--- src/emc_pkg.sv ---
// Constants, register map and types for the edge measure / up-down count block
// Assumes a plain register port with one-cycle strobes and read data one cycle later
//
// Operation
// - Mode 0x15: bus 0, rotation measure, rising
// - Each edge copies off-duty count to capture
// - Edge counter increments per effective edge
// - Capture data reads edge counter in rotation
// - Interval compare match sets overflow flag
// - 16-bit compare zero-extended against 32-bit counter
// - Each edge captures timing counter as cycle
// - Each edge accumulates timing counter into total
// - Interval match raises overflow interrupt
// - Enable 0x08 gates overflow interrupt request
// - Clear 0x08 clears overflow, 0x0F all
// - Start 0x800 runs sb4, 0x001 sb0
// - Prescaler n divides clock by n+1
// - Unit enable 0x41 enables prescaler and count
// - Up/down counts counted edges by direction level
// - Period counter counts bus, compared to period
// - Period match captures up/down count
// - Mode 0x1B: bus 0, up/down, both edges
// - Period 0xFF gives 255 bus cycles
// - Period end saves and clears up/down count
// - Enable 0x01 gives match irq; clear 0x01
package emc_pkg;
    // Register addresses
    localparam logic [7:0] A_UNIT_ENABLE = 8'h00;
    localparam logic [7:0] A_PRESCALER = 8'h04;
    localparam logic [7:0] A_START = 8'h08;
    localparam logic [7:0] A_MODE_SB0 = 8'h10;
    localparam logic [7:0] A_IRQ_EN_SB0 = 8'h14;
    localparam logic [7:0] A_STATUS_SB0 = 8'h18;
    localparam logic [7:0] A_CLEAR_SB0 = 8'h1C;
    localparam logic [7:0] A_PERIOD_CMP = 8'h20;
    localparam logic [7:0] A_UPDOWN_CAP = 8'h24;
    localparam logic [7:0] A_PERIOD_CNT = 8'h28;
    localparam logic [7:0] A_UPDOWN_CNT = 8'h2C;
    localparam logic [7:0] A_MODE_SB4 = 8'h40;
    localparam logic [7:0] A_IRQ_EN_SB4 = 8'h44;
    localparam logic [7:0] A_STATUS_SB4 = 8'h48;
    localparam logic [7:0] A_CLEAR_SB4 = 8'h4C;
    localparam logic [7:0] A_OFFDUTY_CAP = 8'h50;
    localparam logic [7:0] A_INTERVAL_CMP = 8'h54;
    localparam logic [7:0] A_CYCLE_CAP = 8'h58;
    localparam logic [7:0] A_ACCUM_TIME = 8'h5C;
    localparam logic [7:0] A_CAPTURE_DATA_SB4 = 8'h60;
    // Mode codes and bit positions
    localparam logic [7:0] MODE_ROTATION = 8'h15;
    localparam logic [7:0] MODE_UPDOWN = 8'h1B;
    localparam int UE_PRESCALER_BIT = 0;
    localparam int UE_TIMER_BIT = 6;
    localparam int START_SB0_BIT = 0;
    localparam int START_SB4_BIT = 11;
    localparam int FLAG_MATCH_BIT = 0;
    localparam int FLAG_OVF_BIT = 3;
    localparam logic [3:0] FLAG_MASK = 4'hF;
    localparam logic [15:0] PSC_RESET = 16'h0000;
    localparam logic [31:0] ZERO32 = 32'h0000_0000;
    localparam logic [31:0] ONE32 = 32'h0000_0001;

    // Mode of the sub-block decoded from its mode control
    typedef enum logic [1:0] {
        EMC_MODE_IDLE = 2'b00,
        EMC_MODE_ROT = 2'b01,
        EMC_MODE_UD = 2'b10
    } emc_mode_t;
endpackage : emc_pkg

--- src/emc_sync.sv ---
// Three-flop input synchroniser with agreement filter
// Assumes an asynchronous pin input
`timescale 1ns/10ps
module emc_sync
    import emc_pkg::*;
(
    input wire logic sys_clk,
    input wire logic rst,
    input wire logic pin,
    output logic level
);
    typedef struct packed {
        logic s1;
        logic s2;
        logic s3;
        logic lvl;
    } emc_sync_st_t;
    emc_sync_st_t st_r, st_nxt;

    // Shift chain; level follows once second and third agree
    always_comb begin
        st_nxt = st_r;
        st_nxt.s1 = pin;
        st_nxt.s2 = st_r.s1;
        st_nxt.s3 = st_r.s2;
        if (st_r.s2 == st_r.s3) begin
            st_nxt.lvl = st_r.s3;
        end
    end

    always_ff @(posedge sys_clk or posedge rst) begin
        if (rst) begin
            st_r <= '0;
        end else begin
            st_r <= st_nxt;
        end
    end

    assign level = st_r.lvl;
endmodule : emc_sync

--- src/emc_prescaler.sv ---
// Prescaler producing the clock bus 0 tick
// Assumes a divider setting from the register file
`timescale 1ns/10ps
module emc_prescaler
    import emc_pkg::*;
(
    input wire logic sys_clk,
    input wire logic rst,
    input wire logic enable,
    input wire logic [15:0] divider,
    output logic tick
);
    typedef struct packed {
        logic [15:0] cnt;
        logic tick;
        logic [16:0] gap; // Clocks since the previous tick
        logic gap_ok; // Divider and enable held over the whole gap
        logic [15:0] div_prev;
    } emc_psc_st_t;
    emc_psc_st_t st_r, st_nxt;

    // One tick every divider+1 clocks; gap fields only feed the spacing check
    always_comb begin
        st_nxt = st_r;
        st_nxt.tick = 1'b0;
        st_nxt.div_prev = divider;
        if (st_r.tick) begin
            st_nxt.gap = 17'h00001;
            st_nxt.gap_ok = (divider == st_r.div_prev) && enable;
        end else begin
            st_nxt.gap = st_r.gap + 17'h00001;
            st_nxt.gap_ok = st_r.gap_ok && (divider == st_r.div_prev) && enable;
        end
        if (!enable) begin
            st_nxt.cnt = PSC_RESET;
        end else if (st_r.cnt >= divider) begin
            st_nxt.cnt = PSC_RESET;
            st_nxt.tick = 1'b1;
        end else begin
            st_nxt.cnt = st_r.cnt + 16'h0001;
        end
    end

    always_ff @(posedge sys_clk or posedge rst) begin
        if (rst) begin
            st_r <= '0;
        end else begin
            st_r <= st_nxt;
        end
    end

    assign tick = st_r.tick;

    a_tick_spacing: assert property (@(posedge sys_clk) disable iff (rst)
        tick && st_r.gap_ok |-> st_r.gap == {1'b0, st_r.div_prev} + 17'h00001)
        else $error("prescaler tick spacing wrong");
endmodule : emc_prescaler

--- src/emc_top.sv ---
// Edge measure (sub-block 4) and up/down count (sub-block 0) with register port
// Assumes synchronous register master; pins asynchronous to sys_clk
`timescale 1ns/10ps
module emc_top
    import emc_pkg::*;
(
    input wire logic sys_clk,
    input wire logic rst,
    input wire logic [7:0] reg_addr,
    input wire logic [31:0] reg_wdata,
    input wire logic reg_wr,
    input wire logic reg_rd,
    output logic [31:0] reg_rdata,
    input wire logic measured_input,
    input wire logic counted_input,
    input wire logic direction_input,
    output logic overflow_interrupt,
    output logic match_interrupt
);
    typedef struct packed {
        logic [7:0] unit_enable;
        logic [15:0] prescaler_divider;
        logic [31:0] subblock_start;
        logic [7:0] mode_control_sb0;
        logic [7:0] irq_enable_sb0;
        logic [3:0] flag_status_sb0;
        logic [31:0] period_compare;
        logic [31:0] updown_capture;
        logic [31:0] period_counter;
        logic [31:0] updown_counter;
        logic [7:0] mode_control_sb4;
        logic [7:0] irq_enable_sb4;
        logic [3:0] flag_status_sb4;
        logic [31:0] offduty_counter;
        logic [31:0] edge_counter;
        logic [31:0] edge_timing_counter;
        logic [31:0] offduty_capture;
        logic [15:0] edge_interval_compare;
        logic [31:0] cycle_capture;
        logic [31:0] accumulated_time;
        logic meas_prev;
        logic cnt_prev;
        logic run4_prev;
        logic run0_prev;
        logic [31:0] rdata;
    } emc_st_t;
    emc_st_t st_r, st_nxt;

    logic meas_lvl, cnt_lvl, dir_lvl, bus_tick;
    logic run4, run0, edge4, edge0, ovf_hit, per_hit;
    emc_mode_t mode4, mode0;

    // ------------------------------------------------------------
    // Input synchronisers and prescaler
    // ------------------------------------------------------------
    emc_sync u_sync_meas (.sys_clk(sys_clk), .rst(rst), .pin(measured_input), .level(meas_lvl));
    emc_sync u_sync_cnt (.sys_clk(sys_clk), .rst(rst), .pin(counted_input), .level(cnt_lvl));
    emc_sync u_sync_dir (.sys_clk(sys_clk), .rst(rst), .pin(direction_input), .level(dir_lvl));
    emc_prescaler u_psc (
        .sys_clk(sys_clk),
        .rst(rst),
        .enable(st_r.unit_enable[UE_PRESCALER_BIT]),
        .divider(st_r.prescaler_divider),
        .tick(bus_tick)
    );

    // Mode decode from the mode control byte
    function automatic emc_mode_t decode_mode(input logic [7:0] m);
        if (m == MODE_ROTATION) begin
            decode_mode = EMC_MODE_ROT;
        end else if (m == MODE_UPDOWN) begin
            decode_mode = EMC_MODE_UD;
        end else begin
            decode_mode = EMC_MODE_IDLE;
        end
    endfunction : decode_mode

    // Write-one-to-clear with set winning
    function automatic logic [3:0] flag_upd(input logic [3:0] f, input logic [3:0] clr, input logic [3:0] set);
        flag_upd = (f & ~clr) | set;
    endfunction : flag_upd

    // ------------------------------------------------------------
    // Event decode
    // ------------------------------------------------------------
    always_comb begin
        mode4 = decode_mode(st_r.mode_control_sb4);
        mode0 = decode_mode(st_r.mode_control_sb0);
        run4 = st_r.unit_enable[UE_TIMER_BIT] && st_r.subblock_start[START_SB4_BIT];
        run0 = st_r.unit_enable[UE_TIMER_BIT] && st_r.subblock_start[START_SB0_BIT];
        edge4 = run4 && (mode4 == EMC_MODE_ROT) && meas_lvl && !st_r.meas_prev;
        edge0 = run0 && (mode0 == EMC_MODE_UD) && (cnt_lvl != st_r.cnt_prev);
        ovf_hit = run4 && (mode4 == EMC_MODE_ROT)
            && (st_r.edge_timing_counter == {16'h0000, st_r.edge_interval_compare});
        // Period closes on the compare-th tick, so compare value equals period length
        per_hit = run0 && (mode0 == EMC_MODE_UD) && bus_tick
            && (st_r.period_counter + ONE32 == st_r.period_compare);
    end

    // ------------------------------------------------------------
    // State update: counters, captures, registers, read data
    // ------------------------------------------------------------
    always_comb begin
        logic [3:0] clr4;
        logic [3:0] clr0;
        logic [3:0] set4;
        logic [3:0] set0;
        clr4 = 4'h0;
        clr0 = 4'h0;
        set4 = 4'h0;
        set0 = 4'h0;
        st_nxt = st_r;
        st_nxt.meas_prev = meas_lvl;
        st_nxt.cnt_prev = cnt_lvl;
        st_nxt.run4_prev = run4;
        st_nxt.run0_prev = run0;
        st_nxt.rdata = ZERO32;

        // Sub-block 4 rotation speed / pulse measurement
        if (run4 && !st_r.run4_prev) begin
            st_nxt.offduty_counter = ZERO32;
            st_nxt.edge_counter = ZERO32;
            st_nxt.edge_timing_counter = ZERO32;
            st_nxt.accumulated_time = ZERO32;
        end else if (run4 && mode4 == EMC_MODE_ROT) begin
            if (bus_tick) begin
                st_nxt.edge_timing_counter = st_r.edge_timing_counter + ONE32;
                if (!meas_lvl) begin
                    st_nxt.offduty_counter = st_r.offduty_counter + ONE32;
                end
            end
            if (edge4) begin
                st_nxt.edge_counter = st_r.edge_counter + ONE32;
                st_nxt.offduty_capture = st_r.offduty_counter;
                st_nxt.cycle_capture = st_r.edge_timing_counter;
                st_nxt.accumulated_time = st_r.accumulated_time + st_r.edge_timing_counter;
                st_nxt.edge_timing_counter = ZERO32;
                st_nxt.offduty_counter = ZERO32;
            end
        end
        if (ovf_hit) begin
            set4[FLAG_OVF_BIT] = 1'b1;
        end

        // Sub-block 0 up/down event count
        if (run0 && !st_r.run0_prev) begin
            st_nxt.period_counter = ZERO32;
            st_nxt.updown_counter = ZERO32;
        end else if (run0 && mode0 == EMC_MODE_UD) begin
            if (per_hit) begin
                st_nxt.period_counter = ZERO32;
            end else if (bus_tick) begin
                st_nxt.period_counter = st_r.period_counter + ONE32;
            end
            if (per_hit) begin
                st_nxt.updown_capture = st_r.updown_counter;
                st_nxt.updown_counter = ZERO32;
                set0[FLAG_MATCH_BIT] = 1'b1;
            end else if (edge0 && dir_lvl) begin
                st_nxt.updown_counter = st_r.updown_counter + ONE32;
            end else if (edge0) begin
                st_nxt.updown_counter = st_r.updown_counter - ONE32;
            end
        end

        // Register writes
        if (reg_wr) begin
            if (reg_addr == A_UNIT_ENABLE) begin
                st_nxt.unit_enable = reg_wdata[7:0];
            end else if (reg_addr == A_PRESCALER) begin
                st_nxt.prescaler_divider = reg_wdata[15:0];
            end else if (reg_addr == A_START) begin
                st_nxt.subblock_start = reg_wdata;
            end else if (reg_addr == A_MODE_SB0) begin
                st_nxt.mode_control_sb0 = reg_wdata[7:0];
            end else if (reg_addr == A_IRQ_EN_SB0) begin
                st_nxt.irq_enable_sb0 = reg_wdata[7:0];
            end else if (reg_addr == A_CLEAR_SB0) begin
                clr0 = reg_wdata[3:0] & FLAG_MASK;
            end else if (reg_addr == A_PERIOD_CMP) begin
                st_nxt.period_compare = reg_wdata;
            end else if (reg_addr == A_MODE_SB4) begin
                st_nxt.mode_control_sb4 = reg_wdata[7:0];
            end else if (reg_addr == A_IRQ_EN_SB4) begin
                st_nxt.irq_enable_sb4 = reg_wdata[7:0];
            end else if (reg_addr == A_CLEAR_SB4) begin
                clr4 = reg_wdata[3:0] & FLAG_MASK;
            end else if (reg_addr == A_INTERVAL_CMP) begin
                st_nxt.edge_interval_compare = reg_wdata[15:0];
            end
        end
        st_nxt.flag_status_sb4 = flag_upd(st_r.flag_status_sb4, clr4, set4);
        st_nxt.flag_status_sb0 = flag_upd(st_r.flag_status_sb0, clr0, set0);

        // Register reads, answered next cycle
        if (reg_rd) begin
            if (reg_addr == A_UNIT_ENABLE) begin
                st_nxt.rdata = {24'h000000, st_r.unit_enable};
            end else if (reg_addr == A_PRESCALER) begin
                st_nxt.rdata = {16'h0000, st_r.prescaler_divider};
            end else if (reg_addr == A_START) begin
                st_nxt.rdata = st_r.subblock_start;
            end else if (reg_addr == A_MODE_SB0) begin
                st_nxt.rdata = {24'h000000, st_r.mode_control_sb0};
            end else if (reg_addr == A_IRQ_EN_SB0) begin
                st_nxt.rdata = {24'h000000, st_r.irq_enable_sb0};
            end else if (reg_addr == A_STATUS_SB0) begin
                st_nxt.rdata = {28'h0000000, st_r.flag_status_sb0};
            end else if (reg_addr == A_PERIOD_CMP) begin
                st_nxt.rdata = st_r.period_compare;
            end else if (reg_addr == A_UPDOWN_CAP) begin
                st_nxt.rdata = st_r.updown_capture;
            end else if (reg_addr == A_PERIOD_CNT) begin
                st_nxt.rdata = st_r.period_counter;
            end else if (reg_addr == A_UPDOWN_CNT) begin
                st_nxt.rdata = st_r.updown_counter;
            end else if (reg_addr == A_MODE_SB4) begin
                st_nxt.rdata = {24'h000000, st_r.mode_control_sb4};
            end else if (reg_addr == A_IRQ_EN_SB4) begin
                st_nxt.rdata = {24'h000000, st_r.irq_enable_sb4};
            end else if (reg_addr == A_STATUS_SB4) begin
                st_nxt.rdata = {28'h0000000, st_r.flag_status_sb4};
            end else if (reg_addr == A_OFFDUTY_CAP) begin
                st_nxt.rdata = st_r.offduty_capture;
            end else if (reg_addr == A_INTERVAL_CMP) begin
                st_nxt.rdata = {16'h0000, st_r.edge_interval_compare};
            end else if (reg_addr == A_CYCLE_CAP) begin
                st_nxt.rdata = st_r.cycle_capture;
            end else if (reg_addr == A_ACCUM_TIME) begin
                st_nxt.rdata = st_r.accumulated_time;
            end else if (reg_addr == A_CAPTURE_DATA_SB4) begin
                st_nxt.rdata = (mode4 == EMC_MODE_ROT) ? st_r.edge_counter : ZERO32;
            end else begin
                st_nxt.rdata = ZERO32;
            end
        end
    end

    always_ff @(posedge sys_clk or posedge rst) begin
        if (rst) begin
            st_r <= '0;
        end else begin
            st_r <= st_nxt;
        end
    end

    // ------------------------------------------------------------
    // Outputs
    // ------------------------------------------------------------
    assign reg_rdata = st_r.rdata;
    assign overflow_interrupt = st_r.flag_status_sb4[FLAG_OVF_BIT] && st_r.irq_enable_sb4[FLAG_OVF_BIT];
    assign match_interrupt = st_r.flag_status_sb0[FLAG_MATCH_BIT] && st_r.irq_enable_sb0[FLAG_MATCH_BIT];

    // ------------------------------------------------------------
    // Assertions
    // ------------------------------------------------------------
    a_offduty_copy: assert property (@(posedge sys_clk) disable iff (rst)
        edge4 && !(run4 && !st_r.run4_prev) |=> st_r.offduty_capture == $past(st_r.offduty_counter))
        else $error("off-duty capture missed");
    a_edge_count: assert property (@(posedge sys_clk) disable iff (rst)
        edge4 && st_r.run4_prev |=> st_r.edge_counter == $past(st_r.edge_counter) + ONE32)
        else $error("edge counter did not step");
    a_capdata_read: assert property (@(posedge sys_clk) disable iff (rst)
        reg_rd && reg_addr == A_CAPTURE_DATA_SB4 && mode4 == EMC_MODE_ROT
        |=> reg_rdata == $past(st_r.edge_counter))
        else $error("capture data read wrong");
    a_ovf_flag: assert property (@(posedge sys_clk) disable iff (rst)
        ovf_hit |=> st_r.flag_status_sb4[FLAG_OVF_BIT])
        else $error("overflow flag not set");
    a_cycle_copy: assert property (@(posedge sys_clk) disable iff (rst)
        edge4 && st_r.run4_prev |=> st_r.cycle_capture == $past(st_r.edge_timing_counter))
        else $error("cycle capture missed");
    a_accum_add: assert property (@(posedge sys_clk) disable iff (rst)
        edge4 && st_r.run4_prev
        |=> st_r.accumulated_time == $past(st_r.accumulated_time) + $past(st_r.edge_timing_counter))
        else $error("accumulation wrong");
    a_ovf_gate: assert property (@(posedge sys_clk) disable iff (rst)
        ovf_hit |=> overflow_interrupt == st_r.irq_enable_sb4[FLAG_OVF_BIT])
        else $error("overflow irq not gated by enable");
    a_run_gate: assert property (@(posedge sys_clk) disable iff (rst)
        !run4 |=> st_r.edge_counter == $past(st_r.edge_counter))
        else $error("edge counter moved while stopped");
    a_ud_up: assert property (@(posedge sys_clk) disable iff (rst)
        edge0 && dir_lvl && !per_hit && st_r.run0_prev
        |=> st_r.updown_counter == $past(st_r.updown_counter) + ONE32)
        else $error("up count missed");
    a_ud_down: assert property (@(posedge sys_clk) disable iff (rst)
        edge0 && !dir_lvl && !per_hit && st_r.run0_prev
        |=> st_r.updown_counter == $past(st_r.updown_counter) - ONE32)
        else $error("down count missed");
    a_period_wrap: assert property (@(posedge sys_clk) disable iff (rst)
        per_hit && st_r.run0_prev |=> st_r.period_counter == ZERO32)
        else $error("period counter not restarted");
    a_clear_all: assert property (@(posedge sys_clk) disable iff (rst)
        reg_wr && reg_addr == A_CLEAR_SB4 && reg_wdata[3:0] == FLAG_MASK && !ovf_hit
        |=> st_r.flag_status_sb4 == 4'h0)
        else $error("flag clear failed");
    a_ud_capture: assert property (@(posedge sys_clk) disable iff (rst)
        per_hit && st_r.run0_prev
        |=> st_r.updown_capture == $past(st_r.updown_counter) && st_r.updown_counter == ZERO32)
        else $error("up/down capture wrong");
    a_match_irq: assert property (@(posedge sys_clk) disable iff (rst)
        per_hit && st_r.run0_prev && st_r.irq_enable_sb0[FLAG_MATCH_BIT] |=> match_interrupt)
        else $error("match irq missing");
    a_start_zero: assert property (@(posedge sys_clk) disable iff (rst)
        run4 && !st_r.run4_prev |=> st_r.edge_counter == ZERO32 && st_r.accumulated_time == ZERO32)
        else $error("counters not zeroed at start");
endmodule : emc_top

--- config.mk ---
export PLATFORM = sky130hd
export DESIGN_NAME = emc_top
export DESIGN_NICKNAME = d
export VERILOG_FILES = /design/src/emc_pkg.sv /design/src/emc_sync.sv /design/src/emc_prescaler.sv /design/src/emc_top.sv
export SDC_FILE = /design/constraint.sdc
export NUM_CORES = 1
export LEC_CHECK = 0
export ABC_AREA = 0
export BUFFER_PORTS_ARGS = -buffer_cell sky130_fd_sc_hd__clkbuf_2
export CORE_ASPECT_RATIO = 1.5
export CORE_MARGIN = 4
export CORE_UTILIZATION = 63
export DETAILED_ROUTE_END_ITERATION = 6
export HOLD_SLACK_MARGIN = 0.06
export PLACE_DENSITY_LB_ADDON = 0.08
export SLEW_MARGIN = 20
export SYNTH_ARGS = -nofsm -noshare
export SYNTH_HDL_FRONTEND = slang
export SYNTH_SLANG_ARGS = --single-unit
export TNS_END_PERCENT = 1
--- constraint.sdc ---
create_clock -name sys_clk -period 19.1 [get_ports sys_clk]
set_input_delay 2.865 -clock sys_clk [delete_from_list [all_inputs] [get_ports sys_clk]]
set_output_delay 2.865 -clock sys_clk [all_outputs]
set_load 0.01 [all_outputs]
==> results of run 1 <==
[cell usage after synthesis (25+ instances only)]
library cell / n
sky130_fd_sc_hd__or3_1: 35
sky130_fd_sc_hd__a21o_1: 25
sky130_fd_sc_hd__inv_1: 58
sky130_fd_sc_hd__nor2_1: 205
sky130_fd_sc_hd__a222oi_1: 47
sky130_fd_sc_hd__buf_4: 35
sky130_fd_sc_hd__a22oi_1: 31
sky130_fd_sc_hd__mux2_2: 127
sky130_fd_sc_hd__clkbuf_1: 106
sky130_fd_sc_hd__nor3_1: 60
sky130_fd_sc_hd__a21oi_1: 163
sky130_fd_sc_hd__nand2_1: 425
sky130_fd_sc_hd__nand4_1: 56
sky130_fd_sc_hd__a221oi_1: 27
sky130_fd_sc_hd__xnor2_1: 83
sky130_fd_sc_hd__xor2_1: 103
sky130_fd_sc_hd__nand3_1: 100
sky130_fd_sc_hd__o211ai_1: 34
sky130_fd_sc_hd__dfrtp_1: 497
sky130_fd_sc_hd__o21ai_0: 153
sky130_fd_sc_hd__ha_1: 82
[cell families (layout without fill, tap and decap cells)]
kind of cell | count (synthesis) | after routing | share of synthesized area [%]
xor gates and xnor gates | 186 | 186 | 5.97
adders and majority gates | 87 | 87 | 4.01
buffers and inverters | 227 | 257 | 3.79
muxes | 157 | 157 | 6.76
DFF | 497 | 497 | 45.6
AOI/OAI and AO/OA | 634 | 634 | 15.3
and+or+nand+nor | 1059 | 1059 | 18.6
[worst max-delay path by stage]
stage              start              endpoint  slack [ns]
3_3_place_gp         rst             st_r[244]       12.88
3_5_place_dp         rst             st_r[244]       12.81
5_1_grt        st_r[410]             st_r[282]       13.23
2_1_floorplan        rst          reg_rdata[0]        2.36
6_report       st_r[410]             st_r[282]       13.51
4_1_cts              rst  u_sync_cnt.st_nxt[1]       13.43
[report_power, final]
group / switching, mW / internal (mW) / total (mW)
clock network: 0.414 / 0.587 / 1.00
registers: 0.0156 / 1.07 / 1.09
logic: 0.0540 / 0.0265 / 0.0805
total: 0.484 / 1.68 / 2.17
[metal layers]
layer	up-vias	global-route usage, %
met5	-	0
met4	0	13.1
met3	216	4.49
met2	924	55.9
met1	11200	43.8
li1	10200	-
[registers in the layout (all words and copies together), names as in the netlist]
signal and flops:
st_r 436, u_sync_cnt.level 1, u_sync_dir.level 1, u_sync_dir.st_r 1
u_sync_dir.st_nxt 2, u_sync_meas.st_r 1, u_sync_meas.st_nxt 2, u_sync_cnt.st_nxt 2
u_sync_cnt.st_r 1, u_psc.tick 1, u_sync_meas.level 1, reg_rdata 32
u_psc.st_r 16
[stage by stage]
stage	hold WS (ns)	worst slack [ns]	util [%]	instance area, um^2
finish	0.350	13.51	68.9	29600
global route	0.353	13.23	68.9	29600
CTS	0.350	13.43	68.9	29600
detailed placement	0.335	12.81	65.0	27900
global placement	0.333	12.88	65.0	27900
floorplan	0.331	2.36	-	27300
[cell type report]
type                       count  share of cell area (%)
clock buffer                  69                    4.80
sequential                   497                    42.0
timing repair buffer         109                    2.16
clock inverter                21                   0.846
multi-input combinational   2123                    47.0
tap                          570                    2.41
inverter                      58                   0.761
==> results_dict.tcl, run 1 <==
set metrics [dict create \
    outcome "complete, but fails checks" \
    failed_checks "DRC" \
    htreeDepth 2 \
    cts_hold_buffers 0 \
    floorplan.core_area_um2 42900 \
    timing.critical_path.buf_inv 2 \
    synth-edff-count 0 \
    cts_resized 0 \
    syn2layout_area_growth_pct 8.38 \
    via_count 22600 \
    yosysTopAreaCell "sky130_fd_sc_hd__dfrtp_1" \
    first_global_vias 22300 \
    synthesis.nets 2978 \
    detail_route.drc_violations 5 \
    power_density_nw_per_um2 73.2 \
    top_layer_used "met4" \
    hold_path.startpoint "u_sync_cnt.st_nxt[2]" \
    max_slew_margin_vs_limit_pct 25.3 \
    crit_path_frequent_cell "sky130_fd_sc_hd__a21oi_1" \
    critical_path_depth 17 \
    grt_use_total_pct 33.3 \
    cap_violations 0 \
    ys_dominant_reg_cell "sky130_fd_sc_hd__dfrtp_1" \
    ctsRootBufferMaster "sky130_fd_sc_hd__clkbuf_16" \
    multi_input_area_um2 13900 \
    maximum_number_of_pins_on_one_net_before_global_route_repair 171 \
    finalWirelength_mm 78.8 \
    setup-violations-final 0 \
    hold_path_depth 0 \
    layout_worst_path_cycle_share_pct 29.3 \
    met3_length_mm 5.31 \
    worstSkewPairLatency_ns 0.58 \
    start_util_pct 63.6 \
    r2r.worst_path.cells 17 \
    static_leakage_nw 13.9 \
    worst_path_max_delay_cell "sky130_fd_sc_hd__o311ai_0" \
    overall_overflow_remaining_after_global_route 0 \
    mostFrequentLayoutCell "sky130_fd_sc_hd__dfrtp_1" \
    yosysWarningCount 0 \
    cts_max_path_buffers 3 \
    cp_cell_sequence "or4bb_1, nor3_1, and2_1, buf_4, nand2_1, buf_4, ha_1, nor2b_1, o21ai_0, a21oi_1, nor2_1, o311ai_0, a31oi_1, a21oi_1, a21oi_1, or4b_2, a21oi_1" \
    grt_setup_unrepaired "false" \
    setup-tns-final_ns 0 \
    post_drt_wl_per_cell_um 22.9 \
    layout_common_cells "497 x sky130_fd_sc_hd__dfrtp_1, 424 x sky130_fd_sc_hd__nand2_1, 195 x sky130_fd_sc_hd__nor2_1" \
    synth_async_reset_ratio_pct 100 \
    buffer_ports.inserted 80 \
    worst-slew-pin-transition_ns 1.12 \
    ys_ff_latch 497 \
    detail_route.wirelength.met1_mm 31.2 \
    finalPower_mw 2.17 \
    report.final.hold_viol_count 0 \
    synth.top_cells.by_area "sky130_fd_sc_hd__dfrtp_1 46%, sky130_fd_sc_hd__nand2_1 5.8%, sky130_fd_sc_hd__mux2_2 5.2%, sky130_fd_sc_hd__ha_1 3.8%, sky130_fd_sc_hd__xor2_1 3.3%" \
    tritoncts "yes" \
    regToRegSetupSlack_ns 13.51 \
    die_x_um 178 \
    cts.sink_count 497 \
    seq_area_frac_synth_pct 45.6 \
    dr_vias_cell 6.55 \
    post-synth-top-area-fraction_pct 45.6 \
    n_antenna_cell 0 \
    period_needed_ns 5.59 \
    fillerInstances 3370 \
    crit_path_start_kind "flip-flop" \
    drt_first_pass_iters 7 \
    routability_congestion 0.949 \
    yosysUniqueCellTypes 89 \
    fmax_mhz 179 \
    synthesis.area_um2 27300 \
    num_io_pins 81 \
    fp-row-count 93 \
    worst_ep_required_time_ns 19.60 \
    synth_cells 2847 \
    vdd.ir_drop.worst_uv 77.7 \
    post_route_cells_drive_above_1_share_pct 13.8 \
    critical_path_arrival_ns 6.09 \
    rr_endpoint "st_r[282]" \
    route.antenna.remaining_nets 0 \
    antenna_found_initial 0 \
    postSynthAreaPerCell_um2 9.59 \
    sequential_cell_area_um2 12400 \
    cts_setup_buffers 0 \
    detail_route.iter0.violations 2415 \
    critical_path_class "reg2reg" \
    worst_setup_path_end_kind "flip-flop" \
    final_net_count 2968 \
    dp.final_hpwl_mm 56.8 \
    grt_pass1_wl_mm 124 \
    dr_wl_met2_mm 38.8 \
    worstHoldEndpoint "u_sync_cnt.st_nxt[1]" \
    cp_max_fo 31 \
    r2r_start "st_r[410]" \
    report.final.slew_viol_count 0 \
    path_clk_slew_ns 0.07 \
    fp.dieArea_um2 46800 \
    die-height_um 263 \
    final-instance-count-excl-fill 3447 \
    tritoncts.num_buffers 48 \
    fin_worst_skew_ns 0.0226 \
    critical-path-max-stage-delay_ns 0.69 \
    min_path_type "reg2reg" \
    post-place-cells 3357 \
    timing.critical_path.max_delay_family "simple AND/OR/NAND/NOR gates" \
]
Note: power is estimated with default switching activity, not from simulation.
==> run 2: changes to the inputs <==
==> constraint.sdc (replaced) <==
create_clock -name sys_clk -period 5.15 [get_ports sys_clk]
set_input_delay 0.7725 -clock sys_clk [delete_from_list [all_inputs] [get_ports sys_clk]]
set_output_delay 0.7725 -clock sys_clk [all_outputs]
set_load 0.01 [all_outputs]
==> run 2 against run 1 <==
The run now ends clean. Sequential power increased to 3.7 times the previous value. Fmax up 19%. Cell count is 0.41% higher. Register-to-register slack worse by 13 ns. Total power rose to 3.8 times the previous value. Clock power grew to 4.0 times the previous value. Largest cell class unchanged. Highest routed layer unchanged.
==> results_dict.tcl, run 2 (same netlist as run 1, synthesis figures left out) <==
set metrics [dict create \
    antenna_found_initial 0 \
    start_util_pct 63.6 \
    critical_path_class "reg2reg" \
    timing.critical_path.buf_inv 2 \
    path_clk_slew_ns 0.06 \
    r2r_start "st_r[410]" \
    crit_path_start_kind "flip-flop" \
    maximum_number_of_pins_on_one_net_before_global_route_repair 168 \
    largest_register "st_r" \
    finalWirelength_mm 78.3 \
    cap_violations 0 \
    power.share.combinational_pct 3.6 \
    drt_first_pass_iters 6 \
    regToRegSetupSlack_ns 0.46 \
    buffer_ports.inserted 80 \
    timing.critical_path.max_delay_family "simple AND/OR/NAND/NOR gates" \
    worst_setup_path_end_kind "flip-flop" \
    htreeDepth 2 \
    routability_congestion 0.971 \
    power.internal_mw 6.51 \
    tritoncts.num_buffers 49 \
    power_density_nw_per_um2 279 \
    syn2layout_area_growth_pct 9.31 \
    num_io_pins 81 \
    critical_path_arrival_ns 5.17 \
    layout.core_utilization_pct 69.5 \
    dp.final_hpwl_mm 56.6 \
    layout_common_cells "497 x sky130_fd_sc_hd__dfrtp_1, 423 x sky130_fd_sc_hd__nand2_1, 195 x sky130_fd_sc_hd__nor2_1" \
    final_net_count 2984 \
    grt_pass1_wl_mm 123 \
    net-switching-power_mw 1.82 \
    worst-slew-pin-transition_ns 1.19 \
    switching_share_pct 21.9 \
    fp-row-count 93 \
    layout_worst_path_cycle_share_pct 91.0 \
    placement.cell_area_um2 28000 \
    cts.sink_count 497 \
    via_count 22500 \
    min_path_type "in2async" \
    cts_max_path_buffers 3 \
    n_antenna_cell 0 \
    dr_vias_cell 6.49 \
    route.antenna.remaining_nets 0 \
    report.final.slew_viol_count 0 \
    critical-path-max-stage-delay_ns 0.61 \
    number_of_flip_flops_under_the_largest_register_name 436 \
    die_x_um 178 \
    worst_path_max_delay_cell "sky130_fd_sc_hd__or4b_2" \
    detail_route.iter0.violations 2051 \
    worst_ep_required_time_ns 5.64 \
    cts_hold_buffers 0 \
    post_route_cells_drive_above_1_share_pct 14.3 \
    worstSkewPairLatency_ns 0.59 \
    outcome "finished, final reports clean" \
    floorplan.core_area_um2 42900 \
    mostFrequentLayoutCell "sky130_fd_sc_hd__dfrtp_1" \
    critical_path_depth 17 \
    detail_route.drc_violations 0 \
    rr_endpoint "st_r[282]" \
    ctsRootBufferMaster "sky130_fd_sc_hd__clkbuf_16" \
    die-height_um 263 \
    tritoncts "yes" \
    first_global_vias 22300 \
    final-instance-count-excl-fill 3461 \
    cp_max_fo 13 \
    crit_path_frequent_cell "sky130_fd_sc_hd__a21oi_1" \
    max_slew_margin_vs_limit_pct 20.5 \
    post-place-cells 3372 \
    vdd.ir_drop.worst_uv 313 \
    cp_cell_sequence "or4bb_1, nor3_1, buf_4, and2_1, nand2_2, ha_1, nor2b_1, o21ai_0, a21oi_1, nor2_1, o311ai_0, buf_4, a31oi_1, a21oi_1, a21oi_1, or4b_2, a21oi_1" \
    period_needed_ns 4.69 \
    grt_setup_unrepaired "false" \
    p_clk_share_pct 48.0 \
    r2r.worst_path.cells 17 \
    sequential_cell_fraction_of_total_power_pct 48.3 \
    grt_use_total_pct 33.2 \
    post_drt_wl_per_cell_um 22.6 \
    fp.dieArea_um2 46800 \
    report.final.hold_viol_count 0 \
    fmax_mhz 213 \
    setup-violations-final 0 \
    fin_worst_skew_ns 0.0336 \
    static_leakage_nw 14.0 \
    final_area_um2 29800 \
    overall_overflow_remaining_after_global_route 0 \
]
## run 2: metrics by stage
step	power (mW)	hold WS, ns	setup TNS [ns]	setup WS (ns)
6_report	8.33	0.137	0	0.463
2_1_floorplan	4.27	0.331	-1175.41	-2.37
3_3_place_gp	4.39	0.335	0	0.399
5_1_grt	8.55	0.137	0	0.0733
4_1_cts	8.37	0.123	0	0.283
3_5_place_dp	4.40	0.339	0	0.349
## run 2: how the worst max path moves through the flow
stage	startpoint	endpoint	slack, ns
floorplan	rst	reg_rdata[0]	-2.37
global placement	st_r[406]	st_r[282]	0.40
detailed placement	st_r[406]	st_r[282]	0.35
CTS	st_r[406]	st_r[282]	0.28
global route	st_r[406]	st_r[282]	0.07
finish	st_r[410]	st_r[282]	0.46
## run 2: area by class of cell
cell class,instances,area [um^2]
multi-input cells,2123,13900
repair buffers,124,768
well taps,570,713
fillers,3305,13100
clock buffers,67,1430
inverters,58,221
clock inverters,22,378
flip-flops and latches,497,12400
## run 2: power groups by stage
stage | logic, mW | clock network [mW] | registers (mW)
after global placement | 0.293 | 0 | 4.09
after floorplan | 0.193 | 0 | 4.08
after CTS | 0.302 | 4.05 | 4.02
after detailed placement | 0.300 | 0 | 4.10
final | 0.300 | 4.00 | 4.03
after global routing | 0.332 | 4.19 | 4.03
## run 2: what timing repair did
item	CTS	global route
resized for setup	0	1
setup endpoints to repair	0	1
buffers inserted	0	0
## run 2: per-layer routing
metal	GRT usage [%]	wire length, um	vias up
li1	-	-	10300
met5	0	0	-
met1	43.8	31800	11100
met3	4.30	4740	223
met4	13.7	3620	0
met2	55.2	38200	874
==> run 3: changes to the inputs <==
--- a/config.mk
+++ b/config.mk
@@ -9,10 +9,11 @@
 export BUFFER_PORTS_ARGS = -buffer_cell sky130_fd_sc_hd__clkbuf_2
 export CORE_ASPECT_RATIO = 1.5
 export CORE_MARGIN = 4
-export CORE_UTILIZATION = 63
+export CORE_UTILIZATION = 65
 export DETAILED_ROUTE_END_ITERATION = 6
 export HOLD_SLACK_MARGIN = 0.06
 export PLACE_DENSITY_LB_ADDON = 0.08
+export RECOVER_POWER = 50
 export SLEW_MARGIN = 20
 export SYNTH_ARGS = -nofsm -noshare
 export SYNTH_HDL_FRONTEND = slang
==> constraint.sdc (replaced) <==
create_clock -name sys_clk -period 6 [get_ports sys_clk]
set_input_delay 0.9 -clock sys_clk [delete_from_list [all_inputs] [get_ports sys_clk]]
set_output_delay 0.9 -clock sys_clk [all_outputs]
set_load 0.01 [all_outputs]
==> run 3 against run 2 <==
Die area shrank 3.0%. Design area shrank 0.96%. Critical path type unchanged. Combinational power shrank 16%. First-iteration DRC count grew 6.7%. Setup slack gained 0.58 ns. Global-route usage grew 0.82 points. Cell count shrank 0.72%. Clock skew shrank 0.016 ns. The run now ends with DRC, capacitance limit, slew limit left. Non-clock buffer count shrank 10.
==> results_dict.tcl, run 3 (same netlist as run 1, synthesis figures left out) <==
set metrics [dict create \
    outcome "complete, but fails checks" \
    failed_checks "DRC, capacitance limit, slew limit" \
    power_density_nw_per_um2 237 \
    report.final.hold_viol_count 0 \
    dr_vias_cell 6.59 \
    post-place-cells 3350 \
    cts_hold_buffers 0 \
    routability_congestion 0.971 \
    critical-path-max-stage-delay_ns 0.67 \
    first_global_vias 22300 \
    dp_worst_setup_slack_ns 1.16 \
    critical_path_class "reg2reg" \
    syn2layout_area_growth_pct 8.27 \
    grt_setup_unrepaired "false" \
    setup_slack_ns 1.04 \
    maximum_number_of_pins_on_one_net_before_global_route_repair 175 \
    crit_path_frequent_cell "sky130_fd_sc_hd__a21oi_1" \
    dp.final_hpwl_mm 55.7 \
    tritoncts "yes" \
    worstSkewPairLatency_ns 0.58 \
    period_needed_ns 4.96 \
    die-height_um 259 \
    worst_path_max_delay_cell "sky130_fd_sc_hd__o311ai_0" \
    use_met2_pct 57.0 \
    grt_pass1_wl_mm 123 \
    worst_setup_path_end_kind "flip-flop" \
    fmax_mhz 202 \
    post_route_cells_drive_above_1_share_pct 12.5 \
    route.antenna.remaining_nets 0 \
    max_slew_margin_vs_limit_pct -58.7 \
    detail_route.drc_violations 1 \
    cts_max_path_buffers 3 \
    vdd.ir_drop.worst_uv 250 \
    final-instance-count-excl-fill 3436 \
    floorplan.core_area_um2 41300 \
    placement.cell_area_um2 28000 \
    antenna_found_initial 0 \
    grt_use_total_pct 34.0 \
    ctsRootBufferMaster "sky130_fd_sc_hd__clkbuf_16" \
    report.final.slew_viol_count 477 \
    cts_resized 0 \
    buffer_ports.inserted 80 \
    timing.critical_path.buf_inv 1 \
    global_route.usage.met3_pct 4.57 \
    start_util_pct 66.1 \
    final_area_um2 29600 \
    worst_ep_required_time_ns 6.49 \
    n_antenna_cell 0 \
    finalWirelength_mm 78.1 \
    grt_util_met1_pct 44.9 \
    tritoncts.num_buffers 48 \
    cts.sink_count 497 \
    worst-slew-pin-transition_ns 2.38 \
    timing.critical_path.max_delay_family "simple AND/OR/NAND/NOR gates" \
    cp_max_fo 30 \
    via_count 22600 \
    setup-violations-final 0 \
    layout_common_cells "497 x sky130_fd_sc_hd__dfrtp_1, 424 x sky130_fd_sc_hd__nand2_1, 194 x sky130_fd_sc_hd__nor2_1" \
    min_path_type "reg2reg" \
    final_net_count 2973 \
    fin_worst_skew_ns 0.0174 \
    htreeDepth 2 \
    fp-row-count 91 \
    num_io_pins 81 \
    die_x_um 175 \
    fp.dieArea_um2 45400 \
    crit_path_start_kind "flip-flop" \
    most_heavily_used_metal_layer_in_global_routing "met2" \
    layout_worst_path_cycle_share_pct 82.7 \
    cp_cell_sequence "or4bb_1, nor3_1, and2_1, nand2_1, buf_4, ha_1, o21ai_0, a21oi_1, nor2_1, o311ai_0, a31oi_1, a21oi_1, a21oi_1, or4b_2, a21oi_1" \
    mostFrequentLayoutCell "sky130_fd_sc_hd__dfrtp_1" \
    drt_first_pass_iters 7 \
    path_clk_slew_ns 0.06 \
    largest_register "st_r" \
    cts_setup_buffers 0 \
    static_leakage_nw 13.8 \
    post_drt_wl_per_cell_um 22.7 \
    detail_route.iter0.violations 2188 \
    overall_overflow_remaining_after_global_route 0 \
    number_of_flip_flops_under_the_largest_register_name 436 \
    critical_path_arrival_ns 5.45 \
    cap_violations 7 \
]
## run 3: cell types whose count changed in the layout (fill, tap and decap cells not counted), sizes merged
| cell | change |
|---|---|
| bufinv | -3 |
| buf | -16 |
| clkinv | -4 |
| clkbuf | +9 |
| clkinvlp | +1 |
## run 3: metrics by stage
step / hold WS, ns / TNS (ns) / util [%] / power [mW]
2_1_floorplan: 0.331 / -816.33 / - / 3.67
3_3_place_gp: 0.332 / 0 / 67.6 / 3.76
3_5_place_dp: 0.336 / 0 / 67.6 / 3.77
4_1_cts: 0.349 / 0 / 71.8 / 7.05
5_1_grt: 0.353 / 0 / 71.5 / 7.20
6_report: 0.348 / 0 / 71.5 / 7.01
## run 3: final cells by class
class,instances,area (um^2)
clock inverter,16,272
fill,3171,11800
timing repair buffer,114,597
sequential,497,12400
clock buffer,70,1450
multi-input combinational,2123,13900
tap,558,698
inverter,58,219
## run 3: report_power, final
part	internal (mW)	total [mW]	switching, mW
Clock	1.97	3.30	1.33
Combinational	0.0822	0.253	0.170
Sequential	3.41	3.46	0.0499
Total	5.46	7.01	1.55
## run 3: path summary, 6_finish.rpt
path	from	endpoint	slack, ns	depth (start not counted)
min in group asynchronous	rst	st_r[419]	0.75	2
hold reg to reg	u_sync_cnt.st_nxt[2]	u_sync_cnt.st_nxt[1]	0.35	0
hold / removal	u_sync_cnt.st_nxt[2]	u_sync_cnt.st_nxt[1]	0.35	0
max in group asynchronous	rst	st_r[263]	1.78	4
setup / recovery	st_r[406]	st_r[282]	1.04	15
setup reg to reg	st_r[406]	st_r[282]	1.04	15
## run 3: routing by layer
| metal | share of wire (%) | routed length (um) |
|---|---|---|
| met1 | 40 | 31100 |
| met2 | 49 | 38500 |
| met3 | 6.4 | 5020 |
| met4 | 4.4 | 3450 |
| met5 | 0 | 0 |
## run 3: worst register-to-register path: cells and delay by family, from the launching register on
| family | cells | cell delay [ns] |
|---|---|---|
| buffers and inverters | 1 | 0.29 |
| DFF | 1 | 0.39 |
| adders and majority gates | 1 | 0.37 |
| AOI/OAI and AO/OA | 7 | 1.79 |
| and+or+nand+nor | 6 | 2.04 |
